**src/core/irg_pkg.sv**
```systemverilog
// shared constants for the initial reset generator
package irg_pkg;

    // clock period of clock_i in ns (100 MHz)
    localparam longint unsigned CLK_PERIOD_NS = 64'd10;

    // least hold time of the reset pin: 5 ms
    localparam longint unsigned PIN_HOLD_MS = 64'd5;
    localparam longint unsigned PIN_HOLD_NS = PIN_HOLD_MS * 64'd1000000;
    // least time rounds up to whole cycles
    localparam longint unsigned PIN_HOLD_CYC = (PIN_HOLD_NS + CLK_PERIOD_NS - 64'd1) / CLK_PERIOD_NS;

    // least hold time of the input port combination: 4 s
    localparam longint unsigned PORT_HOLD_S = 64'd4;
    localparam longint unsigned PORT_HOLD_NS = PORT_HOLD_S * 64'd1000000000;
    localparam longint unsigned PORT_HOLD_CYC = (PORT_HOLD_NS + CLK_PERIOD_NS - 64'd1) / CLK_PERIOD_NS;

    // no oscillator edge for this long means the oscillator has stopped
    localparam longint unsigned OSC_STOP_NS = 64'd100000;
    localparam longint unsigned OSC_STOP_CYC = (OSC_STOP_NS + CLK_PERIOD_NS - 64'd1) / CLK_PERIOD_NS;

    // width of the noise rejection and watchdog counters
    localparam int unsigned CNT_W = 32;

    // build-time choice of the input port reset combination
    typedef enum logic [1:0] {
        IRG_PORT_NONE,
        IRG_PORT_PINS_01,
        IRG_PORT_PINS_012,
        IRG_PORT_PINS_0123
    } irg_port_mode_t;

    // masks of the input port pins for each combination
    localparam logic [3:0] PORT_MASK_NONE = 4'h0;
    localparam logic [3:0] PORT_MASK_01 = 4'h3;
    localparam logic [3:0] PORT_MASK_012 = 4'h7;
    localparam logic [3:0] PORT_MASK_0123 = 4'hf;

    // processor state loaded by the initial reset
    localparam logic [7:0] PC_STEP_INIT = 8'h00;
    localparam logic [3:0] PC_PAGE_INIT = 4'h1;
    localparam logic [3:0] NEXT_PAGE_INIT = 4'h1;
    localparam logic INT_FLAG_INIT = 1'b0;
    localparam logic DEC_FLAG_INIT = 1'b0;

endpackage

```
**src/core/irg_core.sv**
```systemverilog
`timescale 1ns/1ps
module irg_core #(
    parameter irg_pkg::irg_port_mode_t PORT_MODE = irg_pkg::IRG_PORT_PINS_0123,
    parameter int unsigned PIN_HOLD_CYC = 32'(irg_pkg::PIN_HOLD_CYC),
    parameter int unsigned PORT_HOLD_CYC = 32'(irg_pkg::PORT_HOLD_CYC),
    parameter int unsigned OSC_STOP_CYC = 32'(irg_pkg::OSC_STOP_CYC)
) (
    input wire logic clock_i,
    input wire logic rst_n_i,
    input wire logic osc_clk_i,
    input wire logic reset_pin_i,
    input wire logic [3:0] input_port_pins_i,
    output logic init_reset_o,
    output logic fetch_start_o,
    output logic [7:0] program_counter_step_o,
    output logic [3:0] program_counter_page_o,
    output logic [3:0] next_page_pointer_o,
    output logic int_flag_o,
    output logic dec_flag_o
);

    localparam logic [irg_pkg::CNT_W-1:0] OSC_STOP_V = irg_pkg::CNT_W'(OSC_STOP_CYC);

    logic osc_prev_q; // oscillator level one cycle ago
    logic osc_primed_q; // previous level holds a real sample, not the reset value
    logic osc_edge; // oscillator toggled this cycle
    logic [irg_pkg::CNT_W-1:0] osc_idle_q; // cycles since the last oscillator edge
    logic osc_stopped_q; // oscillation-stop detector output
    logic [3:0] port_mask; // pins taking part in the port reset
    logic port_all; // every selected pin high at once
    logic pin_accept; // filtered reset pin request
    logic port_accept; // filtered port combination request
    logic reset_req; // combined initial reset request
    logic init_reset_q; // registered initial reset
    logic fetch_start_q; // one-cycle start pulse after release
    logic [7:0] pc_step_q; // program counter step
    logic [3:0] pc_page_q; // program counter page
    logic [3:0] next_page_q; // new page pointer
    logic int_flag_q; // interrupt flag
    logic dec_flag_q; // decimal flag

    // oscillator edge detection, the pin is sampled as a plain input
    // the primed flag keeps a stopped oscillator parked high from faking a toggle after reset
    always_ff @(posedge clock_i or negedge rst_n_i) begin
        if (!rst_n_i) begin
            osc_prev_q <= 1'b0;
            osc_primed_q <= 1'b0;
        end else begin
            osc_prev_q <= osc_clk_i;
            osc_primed_q <= 1'b1;
        end
    end

    // either oscillator edge counts as oscillation, once a real sample is held
    assign osc_edge = osc_primed_q & (osc_clk_i ^ osc_prev_q);

    // idle watchdog, cleared by each oscillator edge
    always_ff @(posedge clock_i or negedge rst_n_i) begin
        if (!rst_n_i) begin
            osc_idle_q <= '0;
        end else if (osc_edge) begin
            osc_idle_q <= '0;
        end else if (osc_idle_q != OSC_STOP_V) begin
            osc_idle_q <= osc_idle_q + 1'b1;
        end
    end

    // detector starts out stopped: power-on counts as no oscillation yet
    always_ff @(posedge clock_i or negedge rst_n_i) begin
        if (!rst_n_i) begin
            osc_stopped_q <= 1'b1;
        end else if (osc_edge) begin
            osc_stopped_q <= 1'b0;
        end else if (osc_idle_q == OSC_STOP_V) begin
            osc_stopped_q <= 1'b1;
        end
    end

    // build-time pin selection; a disabled option can never fire
    always_comb begin
        case (PORT_MODE)
            irg_pkg::IRG_PORT_NONE: port_mask = irg_pkg::PORT_MASK_NONE;
            irg_pkg::IRG_PORT_PINS_01: port_mask = irg_pkg::PORT_MASK_01;
            irg_pkg::IRG_PORT_PINS_012: port_mask = irg_pkg::PORT_MASK_012;
            irg_pkg::IRG_PORT_PINS_0123: port_mask = irg_pkg::PORT_MASK_0123;
            default: port_mask = irg_pkg::PORT_MASK_NONE;
        endcase
    end

    // logical AND of the selected pins
    assign port_all = (port_mask != irg_pkg::PORT_MASK_NONE) &&
                      ((input_port_pins_i & port_mask) == port_mask);

    // reset pin noise rejection
    irg_filter #(
        .COUNT(PIN_HOLD_CYC)
    ) u_pin_filter (
        .clock_i(clock_i),
        .rst_n_i(rst_n_i),
        .cond_i(reset_pin_i),
        .accepted_o(pin_accept)
    );

    // port combination noise rejection; long hold guards against key bounce
    irg_filter #(
        .COUNT(PORT_HOLD_CYC)
    ) u_port_filter (
        .clock_i(clock_i),
        .rst_n_i(rst_n_i),
        .cond_i(port_all),
        .accepted_o(port_accept)
    );

    // any source asserts the reset
    assign reset_req = osc_stopped_q | pin_accept | port_accept;

    // initial reset, released once all sources drop
    always_ff @(posedge clock_i or negedge rst_n_i) begin
        if (!rst_n_i) begin
            init_reset_q <= 1'b1;
        end else begin
            init_reset_q <= reset_req;
        end
    end

    // start pulse in the first cycle out of reset
    always_ff @(posedge clock_i or negedge rst_n_i) begin
        if (!rst_n_i) begin
            fetch_start_q <= 1'b0;
        end else begin
            fetch_start_q <= init_reset_q & ~reset_req;
        end
    end

    // processor state loaded while reset is requested, held otherwise
    always_ff @(posedge clock_i or negedge rst_n_i) begin
        if (!rst_n_i) begin
            pc_step_q <= irg_pkg::PC_STEP_INIT;
            pc_page_q <= irg_pkg::PC_PAGE_INIT;
            next_page_q <= irg_pkg::NEXT_PAGE_INIT;
            int_flag_q <= irg_pkg::INT_FLAG_INIT;
            dec_flag_q <= irg_pkg::DEC_FLAG_INIT;
        end else if (reset_req) begin
            pc_step_q <= irg_pkg::PC_STEP_INIT;
            pc_page_q <= irg_pkg::PC_PAGE_INIT;
            next_page_q <= irg_pkg::NEXT_PAGE_INIT;
            int_flag_q <= irg_pkg::INT_FLAG_INIT;
            dec_flag_q <= irg_pkg::DEC_FLAG_INIT;
        end
    end

    // every output straight from its register
    assign init_reset_o = init_reset_q;
    assign fetch_start_o = fetch_start_q;
    assign program_counter_step_o = pc_step_q;
    assign program_counter_page_o = pc_page_q;
    assign next_page_pointer_o = next_page_q;
    assign int_flag_o = int_flag_q;
    assign dec_flag_o = dec_flag_q;

    // checks on the request and release paths
    property p_any_source;
        @(posedge clock_i) disable iff (!rst_n_i)
        (osc_stopped_q || pin_accept || port_accept) |=> init_reset_o;
    endproperty
    a_any_source: assert property (p_any_source) else $error("request did not reset");

    property p_osc_hold;
        @(posedge clock_i) disable iff (!rst_n_i)
        (osc_stopped_q && !osc_edge) |=> osc_stopped_q ##1 init_reset_o;
    endproperty
    a_osc_hold: assert property (p_osc_hold) else $error("stopped oscillator lost reset");

    property p_pin_cause;
        @(posedge clock_i) disable iff (!rst_n_i)
        pin_accept |-> $past(reset_pin_i);
    endproperty
    a_pin_cause: assert property (p_pin_cause) else $error("pin accepted while low");

    property p_pin_release;
        @(posedge clock_i) disable iff (!rst_n_i)
        (!reset_pin_i && !port_all && !osc_stopped_q && !osc_edge && !port_accept &&
         (osc_idle_q != OSC_STOP_V)) |=> !pin_accept ##1 !init_reset_o;
    endproperty
    a_pin_release: assert property (p_pin_release) else $error("reset not released");

    property p_port_cause;
        @(posedge clock_i) disable iff (!rst_n_i)
        port_accept |-> $past(port_all, 1);
    endproperty
    a_port_cause: assert property (p_port_cause) else $error("port reset without pins");

    property p_port_and;
        @(posedge clock_i) disable iff (!rst_n_i)
        port_all == ((PORT_MODE == irg_pkg::IRG_PORT_PINS_01) ? (&input_port_pins_i[1:0]) :
                     (PORT_MODE == irg_pkg::IRG_PORT_PINS_012) ? (&input_port_pins_i[2:0]) :
                     (PORT_MODE == irg_pkg::IRG_PORT_PINS_0123) ? (&input_port_pins_i[3:0]) : 1'b0);
    endproperty
    a_port_and: assert property (p_port_and) else $error("port combination wrong");

    property p_init_values;
        @(posedge clock_i) disable iff (!rst_n_i)
        init_reset_o |-> (program_counter_step_o == irg_pkg::PC_STEP_INIT) &&
                         (program_counter_page_o == irg_pkg::PC_PAGE_INIT) &&
                         (next_page_pointer_o == irg_pkg::NEXT_PAGE_INIT) &&
                         (int_flag_o == irg_pkg::INT_FLAG_INIT) && (dec_flag_o == irg_pkg::DEC_FLAG_INIT);
    endproperty
    a_init_values: assert property (p_init_values) else $error("reset values wrong");

    property p_fetch_start;
        @(posedge clock_i) disable iff (!rst_n_i)
        fetch_start_o |-> !init_reset_o && $past(init_reset_o) &&
                          (program_counter_page_o == irg_pkg::PC_PAGE_INIT) &&
                          (program_counter_step_o == irg_pkg::PC_STEP_INIT);
    endproperty
    a_fetch_start: assert property (p_fetch_start) else $error("start address wrong");

endmodule

```
**src/core/irg_filter.sv**
```systemverilog
`timescale 1ns/1ps
// noise rejection: accepted only after cond_i held high for COUNT cycles
module irg_filter #(
    parameter int unsigned COUNT = 1
) (
    input wire logic clock_i,
    input wire logic rst_n_i,
    input wire logic cond_i,
    output logic accepted_o
);

    localparam logic [irg_pkg::CNT_W-1:0] COUNT_V = irg_pkg::CNT_W'(COUNT);

    logic [irg_pkg::CNT_W-1:0] cnt_q; // cycles the condition has held

    // counter restarts as soon as the condition drops, saturates at the target
    always_ff @(posedge clock_i or negedge rst_n_i) begin
        if (!rst_n_i) begin
            cnt_q <= '0;
        end else if (!cond_i) begin
            cnt_q <= '0;
        end else if (cnt_q != COUNT_V) begin
            cnt_q <= cnt_q + 1'b1;
        end
    end

    // accepted drops the cycle after the condition goes away
    assign accepted_o = (cnt_q == COUNT_V);

    property p_fil_count;
        @(posedge clock_i) disable iff (!rst_n_i)
        (cond_i && !accepted_o) |=> (cnt_q == $past(cnt_q) + 1'b1);
    endproperty
    a_fil_count: assert property (p_fil_count) else $error("filter counter did not advance");

    property p_fil_restart;
        @(posedge clock_i) disable iff (!rst_n_i)
        !cond_i |=> (cnt_q == '0) && !accepted_o;
    endproperty
    a_fil_restart: assert property (p_fil_restart) else $error("filter did not restart");

endmodule

```
**config.mk**
```make
export PLATFORM = sky130hd
export DESIGN_NAME = irg_core
export DESIGN_NICKNAME = d
export VERILOG_FILES = /design/src/core/irg_pkg.sv /design/src/core/irg_core.sv /design/src/core/irg_filter.sv
export SDC_FILE = /design/constraint.sdc
export NUM_CORES = 1
export LEC_CHECK = 0
export BUFFER_PORTS_ARGS = -buffer_cell sky130_fd_sc_hd__buf_2
export CORE_ASPECT_RATIO = 0.5
export CORE_MARGIN = 5
export CORE_UTILIZATION = 65
export CTS_CLUSTER_DIAMETER = 200
export CTS_CLUSTER_SIZE = 40
export DETAILED_ROUTE_END_ITERATION = 8
export HOLD_SLACK_MARGIN = 0.08
export PLACE_DENSITY_LB_ADDON = 0.1
export SLEW_MARGIN = 20
export SYNTH_ARGS = -nofsm -noshare
export SYNTH_HDL_FRONTEND = slang
export SYNTH_SLANG_ARGS = --single-unit
```
**constraint.sdc**
```tcl
create_clock -name clock_i -period 4.9 [get_ports clock_i]
set_clock_uncertainty 0.2 [all_clocks]
set_input_delay 0.98 -clock clock_i [delete_from_list [all_inputs] [get_ports clock_i]]
set_output_delay 0.98 -clock clock_i [all_outputs]
set_load 0.02 [all_outputs]
```
==> qor.yml <==
n_antenna_cell: 0
dieArea_um2: 10700
htree_levels: 3
cts_resized: 0
period_needed_ns: 2.51
grt_pass1_wl_mm: 19.4
die_x_um: 141
cts_buffer_depth: 2
p_switching_w: 0.000390
vias_per_cell: 6.32
drv_cap: 0
synthToLayoutAreaGrowth_pct: 6.85
clk_latency_ns: 0.35
grt_max_degree: 79
yosysMostFrequentCell: "dfrtp_1"
power.leakage_nw: 2.31
min_path_type: "register to register"
p_clk_frac: 0.448
initial_core_util: 0.684
core-area_um2: 8170
yosys-top-cells-count: "dfrtp_1, a21oi_1, nand4_1"
hold_viol: 0
root_buffer: "clkbuf_16"
cts_buffers: 9
layout-drive-gt1-share: 0.0745
ios: 28
postCtsSetupBuffers: 0
grt_pass1_vias: 4346
synth_warnings: 0
power_frac_seq: 0.500
num_rows: 23
synth_area_leaders: "dfrtp_1, a21oi_1, nand4_1"
regToRegStartpoint: "osc_idle_q[9]"
tightest_slew_ns: 0.956
critPathMaxFanout: 21
clkTransAtPathRegs_ns: 0.07
crit_type: "input pin to register"
postCtsHoldBufs: 0
fin_setup_tns_ns: 0
vias: 4525
port_buffers: 9
synth_top_area_cell: "dfrtp_1"
route.detailed.drc: 0
synthCells: 602
dp.final_hpwl_mm: 7.64
drtPass1Iterations: 5
p_int_w: 0.00135
die_h_um: 75.6
globalRouteTotalUtil: 0.225
min_from: "osc_primed_q"
finalSetupViolCount: 0
syn_area_um2: 5590
synth.top_cell.area_share: 0.443
ir_drop_mv: 0.190
rsz0062_at_grt: "no"
worstPathRequired_ns: 4.94
critPathLaunchType: "input pin"
finalNonFillerCells: 716
p_comb_frac: 0.052
ys_types: 46
swShare: 0.224
synth-seq-cells: 101
synth.avg_cell_area_um2: 9.29
fin_nets: 613
ys_seq_area_frac: 0.453
slew_violations: 0
async_flop_share: 1.00
arrival_ns: 2.55
powerDensity_nw_per_um2: 292
cp-startpoint: "osc_clk_i"
max-slew-margin-rel: 0.362
cp-end-kind: "register"
drt_iter0_drc: 325
ys.flop_type: "dfrtp_1"
cts_tree: "done"
drtAntennaViolNets: 0
synth_edf_count: 0
place.gp.congestion: 0.820
status: "finished, final reports clean"
finalCritPeriodShare: 0.512
antenna_found_initial: 0
max_freq_mhz: 398
wirelength_mm: 11.3
wl_per_cell_um: 15.8
cts_sinks: 101
dp.cells: 700
overflow: 0
## cell type report
cell class              count  area (µm²)
repair buffers             12        70.1
flip-flops and latches    101        2530
clock buffers              11         253
inverters                  20        75.1
clock inverters             5        81.3
multi-input cells         455        2820
fillers                   601        2200
well taps                 112         140
## registers in the layout, summed over array words and instances, names as in the netlist
| register | count |
|---|---|
| osc_stopped_q | 1 |
| osc_prev_q | 1 |
| osc_idle_q | 32 |
| u_port_filter.cnt_q | 32 |
| u_pin_filter.cnt_q | 32 |
| init_reset_o | 1 |
| fetch_start_o | 1 |
| osc_primed_q | 1 |
## placed cells by master (no fill, tap or decap), types with 4 or more instances in the layout
master     synthesis  routed
xor2_1            24      24
nor4b_1            9       9
and4_1            19      19
o31ai_1           26      26
nand4_1           39      39
clkbuf_16          0       9
buf_4             18       4
dfrtp_1           99      99
conb_1             2      19
o21a_1             4       4
nand2b_1           7       7
nor3_1            11      11
and3_1             8       8
nor2_1            37      37
mux2i_1            5       5
or3_1             17      17
a31o_2             4       4
and2_1             7       7
nand2_1           37      37
o21ai_0           21      21
or4_1             28      28
buf_2              2       8
a21oi_1           55      55
inv_1             19      19
nand3_1           23      23
xnor2_1           10      10
ha_1               6       6
nor4_1            16      15
## metal layers
layer	wire (µm)	track usage
met5	0	0
met4	121	0.0687
met3	531	0.0476
met2	5770	0.423
met1	4900	0.268
## worst max-delay path: stages
cell and delay, ns:
buf_2 0.09, xor2_1 0.17, and2_1 0.66, buf_4 0.32
nor2b_1 0.06, mux2_2 0.25
## path summary, 6_finish.rpt
check,endpoint,slack [ns],cells after the start
worst min register to register,osc_idle_q[18],0.25,1
worst max register to register,osc_idle_q[31],2.40,4
min in group asynchronous,osc_idle_q[14],0.57,1
max in group asynchronous,osc_stopped_q,2.97,2
worst max-delay path,osc_idle_q[31],2.39,6
worst min-delay path,osc_idle_q[18],0.25,1
## cell families after synthesis
| group | Yosys count | synth area share |
|---|---|---|
| other | 2 | 0.00134 |
| DFF | 101 | 0.453 |
| and+or+nand+nor | 277 | 0.294 |
| AOI/OAI and AO/OA | 113 | 0.119 |
| xor gates and xnor gates | 34 | 0.0533 |
| muxes | 6 | 0.0110 |
| buffers and inverters | 63 | 0.0548 |
| adders and majority gates | 6 | 0.0134 |
## per-stage QoR
stage | setup slack, ns | instance area [µm²] | hold WS (ns) | power, W | util
after detailed placement | 2.02 | 5630 | 0.234 | 0.000977 | 0.689
after global routing | 2.20 | 5970 | 0.267 | 0.00181 | 0.731
final | 2.39 | 5970 | 0.251 | 0.00174 | 0.731
after floorplan | 2.78 | 5650 | 0.214 | 0.000950 | -
after CTS | 2.39 | 5970 | 0.248 | 0.00176 | 0.730
after global placement | 2.07 | 5630 | 0.237 | 0.000973 | 0.689
## power groups by stage
stage	Sequential [W]	Combinational, W	Clock, W
after floorplan	0.000880	0.0000696	0
after global placement	0.000885	0.0000876	0
after detailed placement	0.000886	0.0000917	0
after CTS	0.000870	0.0000923	0.000795
after global routing	0.000872	0.000104	0.000834
final	0.000871	0.0000905	0.000781
Power figures use the tool's default switching activity.
